[src/logic/ptb_defs.svh]
// constants for the pci target bar decode control block
`ifndef PTB_DEFS_SVH
`define PTB_DEFS_SVH
// ****************
// register map
// ****************
`define PTB_ADDR_W 12
`define PTB_CTRL_OFS 12'h05C
`define PTB_CTRL_RST 32'h0000_1100
`define PTB_CTRL_MASK 32'h000F_FFFF
// ****************
// field positions
// ****************
`define PTB_SPECIAL_WR_BIT 19
`define PTB_INCR_RETRY_DIS_BIT 18
`define PTB_IO_WIN_EN_BIT 17
`define PTB_MEM_WIN_EN_BIT 16
`define PTB_ENC_W 4
`define PTB_NUM_MBAR 4
// ****************
// window geometry
// ****************
`define PTB_OFS_LSB 14
`define PTB_OFS_W 18
`define PTB_LOG2_2GB 5'd31
`define PTB_LOG2_4MB 5'd22
`define PTB_LOG2_2MB 5'd21
`define PTB_LOG2_1MB 5'd20
`define PTB_LOG2_64K 5'd16
`define PTB_LOG2_32K 5'd15
`define PTB_LOG2_16K 5'd14
`endif

[src/logic/ptb_pkg.sv]
// types for the pci target bar decode control block
`include "ptb_defs.svh"
package ptb_pkg;
  typedef logic [`PTB_ENC_W-1:0] ptb_enc_t;
  typedef logic [4:0] ptb_log2_t;
  typedef logic [`PTB_OFS_W-1:0] ptb_ofs_t;
  typedef logic [`PTB_ADDR_W-1:0] ptb_addr_t;
  typedef enum logic [3:0] {
    PTB_ENC_OFF = 4'h0,
    PTB_ENC_2GB = 4'h1,
    PTB_ENC_8MB = 4'h9,
    PTB_ENC_4MB = 4'hA,
    PTB_ENC_2MB = 4'hB,
    PTB_ENC_1MB = 4'hC,
    PTB_ENC_64K = 4'hD,
    PTB_ENC_32K = 4'hE,
    PTB_ENC_16K = 4'hF
  } ptb_enc_code_t;
  typedef struct packed {
    logic en;
    logic win;
    ptb_log2_t log2;
  } ptb_bar_cfg_t;
endpackage

[src/logic/ptb_dec_if.sv]
// carrier between control register and size decoder
`timescale 1ns/1ns
interface ptb_dec_if;
  import ptb_pkg::*;
  ptb_enc_t enc [`PTB_NUM_MBAR];
  ptb_bar_cfg_t cfg [`PTB_NUM_MBAR];
  modport ctrl (output enc, input cfg);
  modport dec (input enc, output cfg);
endinterface

[src/logic/ptb_size_dec.sv]
// size encoding decoder for memory bars 3 to 6
`timescale 1ns/1ns
module ptb_size_dec (
  ptb_dec_if.dec dec
);
  import ptb_pkg::*;
  // ****************
  // encoding to window
  // ****************
  function automatic ptb_bar_cfg_t decode(input ptb_enc_t e);
    ptb_bar_cfg_t c;
    c = '0;
    c.en = (e != PTB_ENC_OFF);
    if (e >= PTB_ENC_2GB && e <= PTB_ENC_8MB) begin
      c.log2 = 5'(`PTB_LOG2_2GB + 5'd1 - {1'b0, e});
    end else if (e == PTB_ENC_4MB) begin
      c.log2 = `PTB_LOG2_4MB;
    end else if (e == PTB_ENC_2MB) begin
      c.log2 = `PTB_LOG2_2MB;
    end else if (e == PTB_ENC_1MB) begin
      c.log2 = `PTB_LOG2_1MB;
    end else if (e == PTB_ENC_64K) begin
      c.log2 = `PTB_LOG2_64K;
      c.win = 1'b1;
    end else if (e == PTB_ENC_32K) begin
      c.log2 = `PTB_LOG2_32K;
      c.win = 1'b1;
    end else if (e == PTB_ENC_16K) begin
      c.log2 = `PTB_LOG2_16K;
      c.win = 1'b1;
    end
    return c;
  endfunction

  for (genvar i = 0; i < `PTB_NUM_MBAR; i++) begin : g_bar
    assign dec.cfg[i] = decode(dec.enc[i]);
  end
endmodule

[src/logic/ptb_bar_ctrl.sv]
// base address decode control register and its decode outputs
`timescale 1ns/1ns
module ptb_bar_ctrl (
  input wire logic clk_i,
  input wire logic reset_n_i,
  input wire logic reg_wr_i,
  input wire logic reg_rd_i,
  input wire ptb_pkg::ptb_addr_t reg_addr_i,
  input wire logic [3:0] reg_be_i,
  input wire logic [31:0] reg_wdata_i,
  output logic [31:0] reg_rdata_o,
  input wire logic cfg_ro_wr_i,
  output logic cfg_ro_wr_ok_o,
  input wire logic retry_req_i,
  input wire logic first_phase_i,
  output logic retry_o,
  input wire logic cmd_io_en_i,
  output logic io_dec_en_o,
  output logic bar1_zero_o,
  output logic mem_dec_en_o,
  output logic [3:0] mbar_en_o,
  output logic [3:0] mbar_win_o,
  output logic [19:0] mbar_log2_o,
  input wire logic [1:0] xlat_bar_i,
  input wire logic [31:0] xlat_addr_i,
  input wire ptb_pkg::ptb_ofs_t xlat_ofs_i,
  output logic [31:0] xlat_addr_o
);
  import ptb_pkg::*;

  // ****************
  // control register
  // ****************
  logic [31:0] ctrl_q;
  logic [31:0] ctrl_d;
  logic [31:0] be_mask;
  logic ctrl_hit;
  assign ctrl_hit = (reg_addr_i == `PTB_CTRL_OFS);
  assign be_mask = {{8{reg_be_i[3]}}, {8{reg_be_i[2]}}, {8{reg_be_i[1]}}, {8{reg_be_i[0]}}};
  assign ctrl_d = ((ctrl_q & ~be_mask) | (reg_wdata_i & be_mask)) & `PTB_CTRL_MASK;

  always_ff @(posedge clk_i or negedge reset_n_i) begin
    if (!reset_n_i) begin
      ctrl_q <= `PTB_CTRL_RST;
    end else if (reg_wr_i && ctrl_hit) begin
      ctrl_q <= ctrl_d;
    end
  end

  logic [31:0] rdata_d;
  assign rdata_d = (reg_rd_i && ctrl_hit) ? ctrl_q : 32'h0000_0000;

  // ****************
  // decode controls
  // ****************
  logic special_wr;
  logic retry_dis;
  logic io_win;
  logic mem_win;
  assign special_wr = ctrl_q[`PTB_SPECIAL_WR_BIT];
  assign retry_dis = ctrl_q[`PTB_INCR_RETRY_DIS_BIT];
  assign io_win = ctrl_q[`PTB_IO_WIN_EN_BIT];
  assign mem_win = ctrl_q[`PTB_MEM_WIN_EN_BIT];

  logic ro_ok_d;
  logic retry_d;
  assign ro_ok_d = cfg_ro_wr_i & special_wr;
  assign retry_d = retry_req_i & ~(retry_dis & ~first_phase_i);

  ptb_dec_if dif ();
  for (genvar i = 0; i < `PTB_NUM_MBAR; i++) begin : g_enc
    assign dif.enc[i] = ctrl_q[i*`PTB_ENC_W +: `PTB_ENC_W];
  end
  ptb_size_dec u_dec (
    .dec(dif)
  );

  logic [3:0] en_d;
  logic [3:0] win_d;
  logic [19:0] log2_d;
  for (genvar i = 0; i < `PTB_NUM_MBAR; i++) begin : g_cfg
    assign en_d[i] = dif.cfg[i].en;
    assign win_d[i] = dif.cfg[i].win;
    assign log2_d[i*5 +: 5] = dif.cfg[i].log2;
  end

  // ****************
  // windowed address
  // ****************
  ptb_bar_cfg_t sel_cfg;
  logic [31:0] low_mask;
  logic [31:0] xlat_d;
  assign sel_cfg = dif.cfg[xlat_bar_i];
  assign low_mask = ~(32'hFFFF_FFFF << sel_cfg.log2);
  assign xlat_d = sel_cfg.win ? ((xlat_addr_i & low_mask) + {xlat_ofs_i, 14'h0000}) : xlat_addr_i;

  always_ff @(posedge clk_i or negedge reset_n_i) begin
    if (!reset_n_i) begin
      reg_rdata_o <= 32'h0000_0000;
      cfg_ro_wr_ok_o <= 1'b0;
      retry_o <= 1'b0;
      io_dec_en_o <= 1'b0;
      bar1_zero_o <= 1'b1;
      mem_dec_en_o <= 1'b0;
      mbar_en_o <= 4'h0;
      mbar_win_o <= 4'h0;
      mbar_log2_o <= 20'h0_0000;
      xlat_addr_o <= 32'h0000_0000;
    end else begin
      reg_rdata_o <= rdata_d;
      cfg_ro_wr_ok_o <= ro_ok_d;
      retry_o <= retry_d;
      io_dec_en_o <= io_win & cmd_io_en_i;
      bar1_zero_o <= ~io_win;
      mem_dec_en_o <= mem_win;
      mbar_en_o <= en_d;
      mbar_win_o <= win_d;
      mbar_log2_o <= log2_d;
      xlat_addr_o <= xlat_d;
    end
  end
endmodule

[config.mk]
export PLATFORM = sky130hd
export DESIGN_NAME = ptb_bar_ctrl
export DESIGN_NICKNAME = d
export VERILOG_FILES = /design/src/logic/ptb_pkg.sv /design/src/logic/ptb_dec_if.sv /design/src/logic/ptb_size_dec.sv /design/src/logic/ptb_bar_ctrl.sv
export VERILOG_INCLUDE_DIRS = /design/src /design/src/logic
export SDC_FILE = /design/constraint.sdc
export NUM_CORES = 1
export LEC_CHECK = 0
export BUFFER_PORTS_ARGS = -buffer_cell sky130_fd_sc_hd__buf_2
export CAP_MARGIN = 25
export CORE_ASPECT_RATIO = 0.5
export CORE_MARGIN = 2
export CORE_UTILIZATION = 55
export DETAILED_ROUTE_END_ITERATION = 12
export PLACE_DENSITY_LB_ADDON = 0.12
export RECOVER_POWER = 50
export SYNTH_ARGS = -nofsm -noshare
export SYNTH_HDL_FRONTEND = slang
export SYNTH_HIERARCHICAL = 1
export SYNTH_SLANG_ARGS = --single-unit
[constraint.sdc]
create_clock -name clk_i -period 8.9 [get_ports clk_i]
set_input_delay 0 -clock clk_i [delete_from_list [all_inputs] [get_ports clk_i]]
set_output_delay 0 -clock clk_i [all_outputs]
set_load 0.05 [all_outputs]
==> load_flow_metrics.sql, run 1 <==
INSERT INTO impl_metrics (metric_group, metric, value, unit) VALUES
('grt', 'grt_antenna_before_repair', '0', ''),
('grt', 'global_route.usage.total', '26.9', '%'),
('hold_path', 'min_to', 'xlat_addr_o[23]$_DFF_PN0_', ''),
('power_and_ir_drop', 'power.combinational.fraction', '12.9', '%'),
('yosys', 'ys_async_sr_fraction', '100', '%'),
('cells_and_area', 'layout-drive-gt1-share', '20.1', '%'),
('outcome', 'status', 'finished, violations left', ''),
('timing', 'timing_max_transition_violations_final', '34', ''),
('die', 'start_util', '57.9', '%'),
('yosys', 'number_of_synthesized_register_bits', '105', ''),
('worst_setup_path', 'regToRegEndpoint', 'xlat_addr_o[28]$_DFF_PN0_', ''),
('power_and_ir_drop', 'switching_share', '26.1', '%'),
('worst_setup_path', 'endpoint_kind', 'register', ''),
('cts', 'worst_setup_hold_path_clk_slew', '70', 'ps'),
('yosys', 'avgSynthCellArea', '10.5', 'um2'),
('cts', 'cts_buffers', '9', ''),
('yosys', 'synth_top_flop_cell', 'sky130_fd_sc_hd__dfrtp_1', ''),
('cts', 'cts_tree', 'done', ''),
('place', 'finalWeightedCongestion', '0.937', ''),
('timing', 'timing.slew.headroom', '-25.2', '%'),
('cts', 'postCtsSetupBuffers', '0', ''),
('worst_setup_path', 'kind_of_start_point_of_the_critical_path', 'register', ''),
('grt', 'grt_pass1_wl', '25500', 'um'),
('cts', 'number_of_gates_resized_after_cts', '0', ''),
('cts', 'htreeDepth', '3', ''),
('yosys', 'syn_inst', '576', ''),
('cts', 'cts_root_buffer', 'sky130_fd_sc_hd__clkbuf_16', ''),
('die', 'die_w', '152', 'um'),
('power_and_ir_drop', 'power.density_cell_area', '133', 'nW/um2'),
('timing', 'fin_setup_tns', '0', 'ps'),
('power_and_ir_drop', 'p_total', '1.03', 'mW'),
('cts', 'cts_stage_hold_buffer_count', '59', ''),
('cts', 'clk_latency', '350', 'ps'),
('power_and_ir_drop', 'power.share.sequential', '47.3', '%'),
('hold_path', 'whs_path_depth', '3', ''),
('timing', 'grt_setup_unrepaired', 'no', ''),
('route', 'remaining_drc_errors', '0', ''),
('timing', 'finalHoldWorstSlack', '56.9', 'ps'),
('place', 'detailedPlacementHpwl', '11200', 'um'),
('cells_and_area', 'final_nets', '947', ''),
('route', 'ant_nets', '0', ''),
('grt', 'grt_overflow', '0', ''),
('power_and_ir_drop', 'vdd_ir_drop_max', '0.102', 'mV'),
('route', 'detail_route.wl_per_cell', '16.7', 'um'),
('die', 'core_area', '10400', 'um2'),
('worst_setup_path', 'ff2ff_setup_slack', '3950', 'ps'),
('route', 'violation_count_after_the_first_detailed_routing_iteration', '341', ''),
('flow_run', 'cap_viol_max_count', '1', ''),
('route', 'first_pass_iters', '5', ''),
('die', 'die_area', '11900', 'um2'),
('worst_setup_path', 'cp_data_required_time', '9180', 'ps'),
('yosys', 'yosys.cell_types.count', '70', ''),
('worst_setup_path', 'rr_worst_depth', '17', ''),
('timing', 'final_worst_path_period_need', '4950', 'ps'),
('die', 'fp.dieH', '78.1', 'um'),
('power_and_ir_drop', 'clockPowerShare', '39.9', '%'),
('cts', 'clock_sink_count', '105', ''),
('power_and_ir_drop', 'netSwitchingPower', '269', 'uW'),
('die', 'io_pins', '205', ''),
('route', 'vias', '5291', ''),
('power_and_ir_drop', 'power.internal', '764', 'uW'),
('worst_setup_path', 'cp.arrival', '5230', 'ps'),
('yosys', 'synth.yosys.warnings', '6', ''),
('worst_setup_path', 'setup.worst_path.class', 'reg2reg', ''),
('timing', 'final_min_period_over_clock_period', '55.6', '%'),
('timing', 'max_slew.worst_pin.slew', '1880', 'ps'),
('route', 'wl', '15800', 'um'),
('outcome', 'failed_checks', 'max-capacitance violations, max-slew violations', ''),
('yosys', 'yosysSeqAreaShare', '43.5', '%'),
('route', 'avgViaCountPerCell', '5.59', ''),
('cells_and_area', 'areaGrowthSynthToFinish', '28.5', '%');
[power by group through the flow]
stage          clock network (mW)  logic [mW]  registers [mW]
2_1_floorplan                   0      0.0418           0.528
3_3_place_gp                    0       0.113           0.497
3_5_place_dp                    0       0.114           0.497
4_1_cts                     0.421       0.134           0.488
5_1_grt                     0.437       0.143           0.489
6_report                    0.412       0.133           0.488
[through the flow]
step / instances / util [%] / setup slack (ps) / area, um2
detailed placement: 869 / 66.4 / 4060 / 6940
floorplan: 587 / - / 4660 / 6080
global route: 946 / 74.3 / 3580 / 7760
CTS: 944 / 75.1 / 4000 / 7840
global placement: 869 / 66.4 / 4090 / 6940
finish: 946 / 74.3 / 3950 / 7760
[critical path: stages, from the launching register on]
cell and delay [ps]:
sky130_fd_sc_hd__dfstp_2 590, sky130_fd_sc_hd__inv_1 100, sky130_fd_sc_hd__ha_1 250, sky130_fd_sc_hd__nand2b_1 200, sky130_fd_sc_hd__nor4_1 390, sky130_fd_sc_hd__a2bb2oi_1 350
sky130_fd_sc_hd__mux4_2 380, sky130_fd_sc_hd__and2_1 390, sky130_fd_sc_hd__a31oi_1 140, sky130_fd_sc_hd__nor2b_1 120, sky130_fd_sc_hd__ha_1 210, sky130_fd_sc_hd__inv_1 70
sky130_fd_sc_hd__fa_1 390, sky130_fd_sc_hd__nand2b_1 180, sky130_fd_sc_hd__a21o_1 200, sky130_fd_sc_hd__a311oi_1 500, sky130_fd_sc_hd__o21a_1 230, sky130_fd_sc_hd__o221a_2 200
[final cells by class]
type                    count  area, um2
clock inverters             6       73.8
multi-input cells         416       3120
well taps                 140        175
inverters                  28        105
fillers                   824       2680
clock buffers              10        239
flip-flops and latches    105       2630
repair buffers            241       1420
[worst max path at each step]
stage             start                   endpoint  cells past startpoint
2_1_floorplan  register  xlat_addr_o[31]$_DFF_PN0_                     17
3_3_place_gp   register  xlat_addr_o[28]$_DFF_PN0_                     17
3_5_place_dp   register  xlat_addr_o[28]$_DFF_PN0_                     17
4_1_cts        register  xlat_addr_o[28]$_DFF_PN0_                     17
5_1_grt        register  xlat_addr_o[28]$_DFF_PN0_                     17
6_report       register  xlat_addr_o[28]$_DFF_PN0_                     17
[synthesized netlist by cell type, drive strengths merged, types with 6 or more instances]
master	count	area, um2
mux2	22	248
nand2	44	165
nor2b	6	37.5
nand3	14	75.1
nor3	16	80.1
buf	21	163
ha	37	463
mux4	6	135
o21ai	25	125
dfrtp	102	2550
a21oi	22	110
clkbuf	17	63.8
a21boi	11	82.6
xor2	10	87.6
a211oi	6	45.0
o21a	8	60.1
inv	28	105
nor2	25	93.8
or3	7	48.8
and3	9	56.3
o211ai	7	52.6
and2	31	194
[kinds of logic after synthesis]
kind of cell / count (synthesis) / synth area share (%)
buffers and inverters: 66 / 5.49
adders and majority gates: 38 / 7.99
xor gates and xnor gates: 14 / 2.03
AOI/OAI and AO/OA: 138 / 17.4
DFF: 105 / 43.5
other: 1 / 0.0621
and+or+nand+nor: 181 / 16.3
muxes: 33 / 7.17
[cell usage in the layout (no fill, tap or decap), types with 7 or more instances in the layout]
cell type and count:
sky130_fd_sc_hd__clkbuf_16 9, sky130_fd_sc_hd__mux2_2 22, sky130_fd_sc_hd__clkbuf_1 87, sky130_fd_sc_hd__o21ai_0 24, sky130_fd_sc_hd__buf_2 93, sky130_fd_sc_hd__a21boi_0 11, sky130_fd_sc_hd__nor3_1 16, sky130_fd_sc_hd__nand2_1 44
sky130_fd_sc_hd__and2_1 30, sky130_fd_sc_hd__a21oi_1 22, sky130_fd_sc_hd__inv_1 28, sky130_fd_sc_hd__o211ai_1 7, sky130_fd_sc_hd__xor2_1 10, sky130_fd_sc_hd__nor2_1 25, sky130_fd_sc_hd__o21a_1 8, sky130_fd_sc_hd__and3_1 9
sky130_fd_sc_hd__dlygate4sd3_1 59, sky130_fd_sc_hd__conb_1 12, sky130_fd_sc_hd__nand3_1 13, sky130_fd_sc_hd__dfrtp_1 102, sky130_fd_sc_hd__ha_1 37
[per-layer routing]
metal	track usage (%)	up-vias	wire length [um]
met1	32.8	2525	6480
met4	7.85	0	223
li1	-	2521	-
met5	0	-	0
met3	5.80	19	1190
met2	48.5	226	7940
Note: power is estimated with default switching activity, not from simulation.
==> run 2, diff against run 1 <==
Settings changed: CORE_UTILIZATION 55 to 51.
Clock period 8.9 ns to 4.6 ns, I/O delays scaled along.
==> run 2 against run 1 <==
Against the previous run: the run still ends with max-capacitance violations, max-slew violations left; fmax is 12% higher; worst hold slack worse by 43 ps; combinational power is 93% higher; global-route usage is 2.6 points lower; critical path depth is 2 lower; first-iteration DRC count is 3.8% lower; non-clock buffer count is 22 higher; final cell count is 5.0% higher.
==> load_flow_metrics.sql, run 2 (synthesized netlist as in run 1, its figures left out) <==
INSERT INTO impl_metrics (metric_group, metric, value, unit) VALUES
('timing', 'worst_slack', '171', 'ps'),
('hold_path', 'worstHoldStart', 'xlat_addr_i[27]', ''),
('timing', 'timing.final.setup_violations', '0', ''),
('timing', 'timing.final.hold_violations', '0', ''),
('worst_setup_path', 'cp_data_required_time', '4820', 'ps'),
('worst_setup_path', 'critical_path.n_buffers_inverters', '2', ''),
('worst_setup_path', 'endpoint_kind', 'register', ''),
('power_and_ir_drop', 'p_total', '1.93', 'mW'),
('cells_and_area', 'finalCoreUtilization', '68.4', '%'),
('flow_run', 'cap_viol_max_count', '1', ''),
('place', 'detailedPlacementHpwl', '11400', 'um'),
('timing', 'max_slew.worst_pin.slew', '2700', 'ps'),
('timing', 'timing.slew.headroom', '-80.0', '%'),
('cells_and_area', 'mostFrequentLayoutCell', 'sky130_fd_sc_hd__dfrtp_1', ''),
('worst_setup_path', 'cp.arrival', '4650', 'ps'),
('cells_and_area', 'layoutNonFillerInstCount', '993', ''),
('route', 'wl', '15800', 'um'),
('route', 'detail_route.wl_per_cell', '15.9', 'um'),
('place', 'port_buffers', '179', ''),
('timing', 'final_min_period_over_clock_period', '96.3', '%'),
('cts', 'ctsLongestPathBuffers', '2', ''),
('worst_setup_path', 'worst_path_largest_cell_delay', '590', 'ps'),
('power_and_ir_drop', 'power.density_cell_area', '242', 'nW/um2'),
('timing', 'timing_max_transition_violations_final', '52', ''),
('cts', 'clk_latency', '340', 'ps'),
('grt', 'global_route.usage.total', '24.3', '%'),
('die', 'die_w', '158', 'um'),
('worst_setup_path', 'setup.worst_path.class', 'reg2reg', ''),
('cts', 'htreeDepth', '3', ''),
('outcome', 'failed_checks', 'max-capacitance violations, max-slew violations', ''),
('route', 'first_pass_iters', '5', ''),
('route', 'avgViaCountPerCell', '5.32', ''),
('die', 'start_util', '51.8', '%'),
('place', 'dp_slack', '96.2', 'ps'),
('die', 'fp.dieH', '81.0', 'um'),
('cts', 'cts_root_buffer', 'sky130_fd_sc_hd__clkbuf_16', ''),
('grt', 'grt_overflow', '0', ''),
('hold_path', 'holdCritPathClass', 'in2reg', ''),
('worst_setup_path', 'path_max_fanout', '7', ''),
('worst_setup_path', 'critical_path.cell_chain', 'inv_1 > ha_1 > nor2_4 > o31ai_1 > a221o_1 > mux4_2 > buf_4 > or2_4 > and3_1 > ha_1 > nand2_1 > o21ai_0 > nor2_1 > o2111a_1 > a221o_1', ''),
('worst_setup_path', 'critPathTopFamily', 'compound AO/OA/AOI/OAI gates', ''),
('cells_and_area', 'layout-drive-gt1-share', '24.0', '%'),
('cts', 'clock_sink_count', '105', ''),
('cells_and_area', 'final_nets', '969', ''),
('route', 'vias', '5279', ''),
('grt', 'grt_pass1_vias', '5098', ''),
('grt', 'grt_antenna_before_repair', '0', ''),
('route', 'ant_nets', '0', ''),
('cts', 'worst_setup_hold_path_clk_slew', '70', 'ps'),
('die', 'core_area', '11700', 'um2'),
('place', 'finalWeightedCongestion', '0.899', ''),
('worst_setup_path', 'kind_of_start_point_of_the_critical_path', 'register', ''),
('cells_and_area', 'antenna-diode-count', '0', ''),
('timing', 'fmaxAchievable', '226', 'MHz'),
('timing', 'finalClockSkew', '9.01', 'ps'),
('route', 'violation_count_after_the_first_detailed_routing_iteration', '328', ''),
('cells_and_area', 'areaGrowthSynthToFinish', '32.0', '%'),
('die', 'io_pins', '205', ''),
('cells_and_area', 'layout.cells.most_common_list', 'sky130_fd_sc_hd__dfrtp_1, sky130_fd_sc_hd__buf_2, sky130_fd_sc_hd__clkbuf_1', ''),
('power_and_ir_drop', 'p_leak', '3.76', 'nW'),
('die', 'placementRows', '28', ''),
('timing', 'final_worst_path_period_need', '4430', 'ps'),
('power_and_ir_drop', 'vdd_ir_drop_max', '0.199', 'mV'),
('cts', 'cts_buffers', '9', ''),
('route', 'remaining_drc_errors', '0', ''),
('worst_setup_path', 'cpMaxStageDelayCell', 'sky130_fd_sc_hd__dfstp_2', ''),
('outcome', 'status', 'finished, violations left', ''),
('grt', 'grt_pass1_wl', '24200', 'um'),
('place', 'placed_cells_incl_taps', '912', ''),
('grt', 'grt_max_degree', '56', ''),
('die', 'die_area', '12800', 'um2'),
('cts', 'cts_tree', 'done', '');
[run 2: cell count changes in the layout (fill, tap and decap cells not counted), sizes merged]
cell         previous run  this run
buf                    95       119
clkinvlp                2         1
dlygate4sd3            59        58
clkinv                  1         3
bufinv                  1         0
clkbuf                 97        96
[run 2: worst paths after layout]
check,endpoint,slack (ps),cells past startpoint
worst max-delay path,xlat_addr_o[25]$_DFF_PN0_,170,15
worst min-delay path,xlat_addr_o[27]$_DFF_PN0_,10,4
worst max register to register,xlat_addr_o[25]$_DFF_PN0_,170,15
worst min register to register,mem_dec_en_o$_DFF_PN0_,390,0
max in group asynchronous,asynchronous set/reset pin,1680,3
min in group asynchronous,reg_rdata_o[17]$_DFF_PN0_,1040,2
[run 2: power breakdown]
| group | switching [mW] | internal, mW |
|---|---|---|
| clock | 0.353 | 0.374 |
| sequential | 0.00513 | 0.939 |
| combinational | 0.162 | 0.0950 |
[run 2: per-stage QoR]
stage | area [um2] | hold WS (ps) | TNS, ps
after detailed placement | 7110 | 67.3 | 0
after floorplan | 6080 | -296 | 0
after CTS | 7970 | 5.27 | 0
after global placement | 7100 | 59.0 | 0
after global routing | 7980 | 9.81 | -5.39
final | 7980 | 13.7 | 0
[run 2: worst min-delay path: cells and delay by family]
kind | cells | cell delay (ps)
AO/OA/AOI/OAI | 1 | 90
AND/OR/NAND/NOR | 2 | 140
buffers and inverters | 1 | 90
[run 2: timing repair]
item / CTS / global route
setup buffers: 0 / 7
endpoints found under the setup margin: 0 / 10
hold buffers: 58 / 0
gates resized for setup: 0 / 20
hold endpoints to repair: 103 / 0
[run 2: metal layers]
metal / up-vias / GRT usage (%) / routed length, um
met5: - / 0 / 0
met4: 0 / 4.68 / 142
met3: 14 / 6.24 / 978
met2: 187 / 43.1 / 7790
met1: 2533 / 30.6 / 6910
li1: 2545 / - / -
[run 2: cell type report]
| type | count | area (um2) |
|---|---|---|
| Timing Repair Buffer | 263 | 1570 |
| Sequential cell | 105 | 2630 |
| Clock inverter | 6 | 50.0 |
| Multi-Input combinational cell | 416 | 3190 |
| Tap cell | 165 | 206 |
| Clock buffer | 10 | 229 |
| Inverter | 28 | 105 |
| Fill cell | 960 | 3690 |
==> run 3, diff against run 2 <==
Settings changed: CORE_MARGIN 2 to unset, CORE_UTILIZATION 51 to 25.
==> run 3 against run 2 <==
Against the previous run: the flow still finishes with violations (max-capacitance violations, max-slew violations); sequential power is essentially flat; critical path depth grew 3; combinational power grew 3%; register-to-register slack barely moved; clock-buffer cell count did not move.
==> load_flow_metrics.sql, run 3 (synthesized netlist as in run 1, its figures left out) <==
INSERT INTO impl_metrics (metric_group, metric, value, unit) VALUES
('outcome', 'status', 'finished, violations left', ''),
('outcome', 'failed_checks', 'max-capacitance violations, max-slew violations', ''),
('timing', 'timing.final.hold_violations', '0', ''),
('power_and_ir_drop', 'power.density_cell_area', '248', 'nW/um2'),
('grt', 'top_usage_layer', 'met2', ''),
('route', 'first_pass_iters', '5', ''),
('power_and_ir_drop', 'p_total', '2.09', 'mW'),
('place', 'placed_cell_area', '7470', 'um2'),
('die', 'start_util', '26.0', '%'),
('grt', 'grt_antenna_before_repair', '0', ''),
('cells_and_area', 'areaGrowthSynthToFinish', '39.2', '%'),
('cells_and_area', 'final_nets', '990', ''),
('worst_setup_path', 'cp.arrival', '4660', 'ps'),
('cells_and_area', 'mostFrequentLayoutCell', 'sky130_fd_sc_hd__buf_2', ''),
('route', 'remaining_drc_errors', '0', ''),
('die', 'fp.dieH', '112', 'um'),
('worst_setup_path', 'setup.worst_path.class', 'reg2reg', ''),
('cts', 'worst_setup_hold_path_clk_slew', '80', 'ps'),
('place', 'detailedPlacementHpwl', '14200', 'um'),
('timing', 'finalClockSkew', '5.78', 'ps'),
('route', 'detail_route.wl_per_cell', '16.1', 'um'),
('route', 'ant_nets', '0', ''),
('cts', 'cts_tree', 'done', ''),
('power_and_ir_drop', 'p_leak', '3.97', 'nW'),
('grt', 'grt_max_degree', '66', ''),
('timing', 'final_min_period_over_clock_period', '96.2', '%'),
('cts', 'cts_buffers', '9', ''),
('route', 'wl', '18600', 'um'),
('place', 'finalWeightedCongestion', '0.822', ''),
('die', 'die_area', '24800', 'um2'),
('worst_setup_path', 'path_max_fanout', '14', ''),
('route', 'vias', '5311', ''),
('route', 'violation_count_after_the_first_detailed_routing_iteration', '256', ''),
('worst_setup_path', 'kind_of_start_point_of_the_critical_path', 'register', ''),
('flow_run', 'cap_viol_max_count', '1', ''),
('cts', 'clock_sink_count', '105', ''),
('die', 'die_w', '222', 'um'),
('worst_setup_path', 'cp_data_required_time', '4830', 'ps'),
('timing', 'max_slew.worst_pin.slew', '3570', 'ps'),
('timing', 'final_worst_path_period_need', '4420', 'ps'),
('grt', 'grt_overflow', '0', ''),
('cells_and_area', 'stdcell_area', '8410', 'um2'),
('worst_setup_path', 'critical_path.n_buffers_inverters', '4', ''),
('timing', 'timing_max_transition_violations_final', '66', ''),
('worst_setup_path', 'endpoint_kind', 'register', ''),
('timing', 'timing.slew.headroom', '-138', '%'),
('power_and_ir_drop', 'vdd_ir_drop_max', '0.117', 'mV'),
('cells_and_area', 'layout.cells.most_common_list', 'sky130_fd_sc_hd__buf_2, sky130_fd_sc_hd__dfrtp_1, sky130_fd_sc_hd__clkbuf_1', ''),
('grt', 'global_route.usage.total', '15.3', '%'),
('worst_setup_path', 'critical_path.cell_chain', 'inv_1 > ha_2 > or4b_4 > o311a_4 > a32oi_1 > mux4_2 > buf_12 > a31oi_1 > nor2b_1 > ha_1 > inv_1 > fa_1 > nand2b_1 > a21o_1 > a311oi_2 > buf_4 > o21a_1 > o211ai_1', ''),
('cts', 'cts_root_buffer', 'sky130_fd_sc_hd__clkbuf_16', ''),
('timing', 'worst_slack', '176', 'ps'),
('die', 'io_pins', '205', ''),
('grt', 'grt.met3_usage', '4.30', '%'),
('worst_setup_path', 'critPathMostFrequentCell', 'sky130_fd_sc_hd__inv_1', ''),
('cts', 'clk_latency', '380', 'ps'),
('timing', 'timing.final.setup_violations', '0', ''),
('worst_setup_path', 'worst_path_largest_cell_delay', '570', 'ps'),
('place', 'port_buffers', '179', ''),
('route', 'avgViaCountPerCell', '4.59', ''),
('cells_and_area', 'antenna-diode-count', '0', ''),
('hold_path', 'holdCritPathClass', 'in2reg', ''),
('grt', 'grt.met1_usage', '19.6', '%'),
('grt', 'groute.layer.met2.usage', '24.9', '%'),
('die', 'placementRows', '39', ''),
('grt', 'grt_pass1_wl', '28900', 'um'),
('cells_and_area', 'layout-drive-gt1-share', '28.9', '%'),
('worst_setup_path', 'critPathTopFamily', 'compound AO/OA/AOI/OAI gates', ''),
('timing', 'grt_setup_unrepaired', 'yes', ''),
('cts', 'ctsLongestPathBuffers', '2', ''),
('timing', 'fmaxAchievable', '226', 'MHz'),
('die', 'core_area', '23300', 'um2'),
('grt', 'grt_pass1_vias', '5288', ''),
('place', 'dp_slack', '51.5', 'ps'),
('worst_setup_path', 'cpMaxStageDelayCell', 'sky130_fd_sc_hd__or4b_4', ''),
('cts', 'htreeDepth', '3', '');
run 3: cell types whose count changed in the layout (fill, tap and decap cells not counted), sizes merged, moves of 2 or more:
cell    previous run  this run
buf              119       162
clkbuf            96        73
bufinv             0         2
clkinv             3         1
run 3: cell type report:
| type | instances | area (um2) |
|---|---|---|
| fillers | 2394 | 14900 |
| multi-input cells | 416 | 3200 |
| flip-flops and latches | 105 | 2630 |
| repair buffers | 284 | 1760 |
| well taps | 307 | 384 |
| clock buffers | 10 | 229 |
| inverters | 28 | 105 |
| clock inverters | 6 | 97.6 |
run 3: path summary, 6_finish.rpt:
check | start | to | slack, ps | depth (start not counted)
worst max-delay path | register | xlat_addr_o[30]$_DFF_PN0_ | 180 | 18
worst min-delay path | xlat_addr_i[23] | xlat_addr_o[23]$_DFF_PN0_ | 50 | 3
worst max register to register | register | xlat_addr_o[30]$_DFF_PN0_ | 180 | 18
worst min register to register | register | mem_dec_en_o$_DFF_PN0_ | 390 | 0
max in group asynchronous | reset_n_i | asynchronous set/reset pin | 950 | 2
min in group asynchronous | reset_n_i | reg_rdata_o[17]$_DFF_PN0_ | 1390 | 2
run 3: layer usage:
metal  routed length (um)  up-vias  part of all wire [%]
met5                    0        -                     0
met4                  351        0                   1.9
met3                  927       24                   5.0
met2                 8860      134                    48
met1                 8500     2557                    46
li1                     -     2596                     -
run 3: repair_timing:
action,in CTS,in global routing
setup endpoints to repair,0,10
endpoints found under the hold margin,116,0
hold buffers,59,0
resized for setup,0,22
buffers inserted,0,3
run 3: worst register-to-register path, cell delays in order, from the launching register on:
cell	delay, ps
sky130_fd_sc_hd__dfrtp_1	400
sky130_fd_sc_hd__inv_1	100
sky130_fd_sc_hd__ha_2	220
sky130_fd_sc_hd__or4b_4	570
sky130_fd_sc_hd__o311a_4	160
sky130_fd_sc_hd__a32oi_1	350
sky130_fd_sc_hd__mux4_2	380
sky130_fd_sc_hd__buf_12	150
sky130_fd_sc_hd__a31oi_1	50
sky130_fd_sc_hd__nor2b_1	120
sky130_fd_sc_hd__ha_1	180
sky130_fd_sc_hd__inv_1	60
sky130_fd_sc_hd__fa_1	400
sky130_fd_sc_hd__nand2b_1	190
sky130_fd_sc_hd__a21o_1	210
sky130_fd_sc_hd__a311oi_2	250
sky130_fd_sc_hd__buf_4	180
sky130_fd_sc_hd__o21a_1	170
sky130_fd_sc_hd__o211ai_1	140
run 3: metrics by stage:
| stage | setup TNS (ps) | instances | hold slack [ps] | util [%] |
|---|---|---|---|---|
| final | 0 | 1156 | 47.0 | 36.1 |
| after global placement | 0 | 1078 | 165 | 32.1 |
| after global routing | -17.5 | 1156 | 42.8 | 36.1 |
| after detailed placement | 0 | 1078 | 173 | 32.1 |
| after CTS | 0 | 1153 | 17.6 | 36.1 |
| after floorplan | 0 | 587 | -296 | - |
run 3: power by group:
part	total, mW	switching [mW]	leakage [nW]	internal, mW
logic	0.264	0.164	2.43	0.0995
clock network	0.879	0.392	0.160	0.486
registers	0.944	0.00549	1.38	0.939
total	2.09	0.562	3.97	1.52
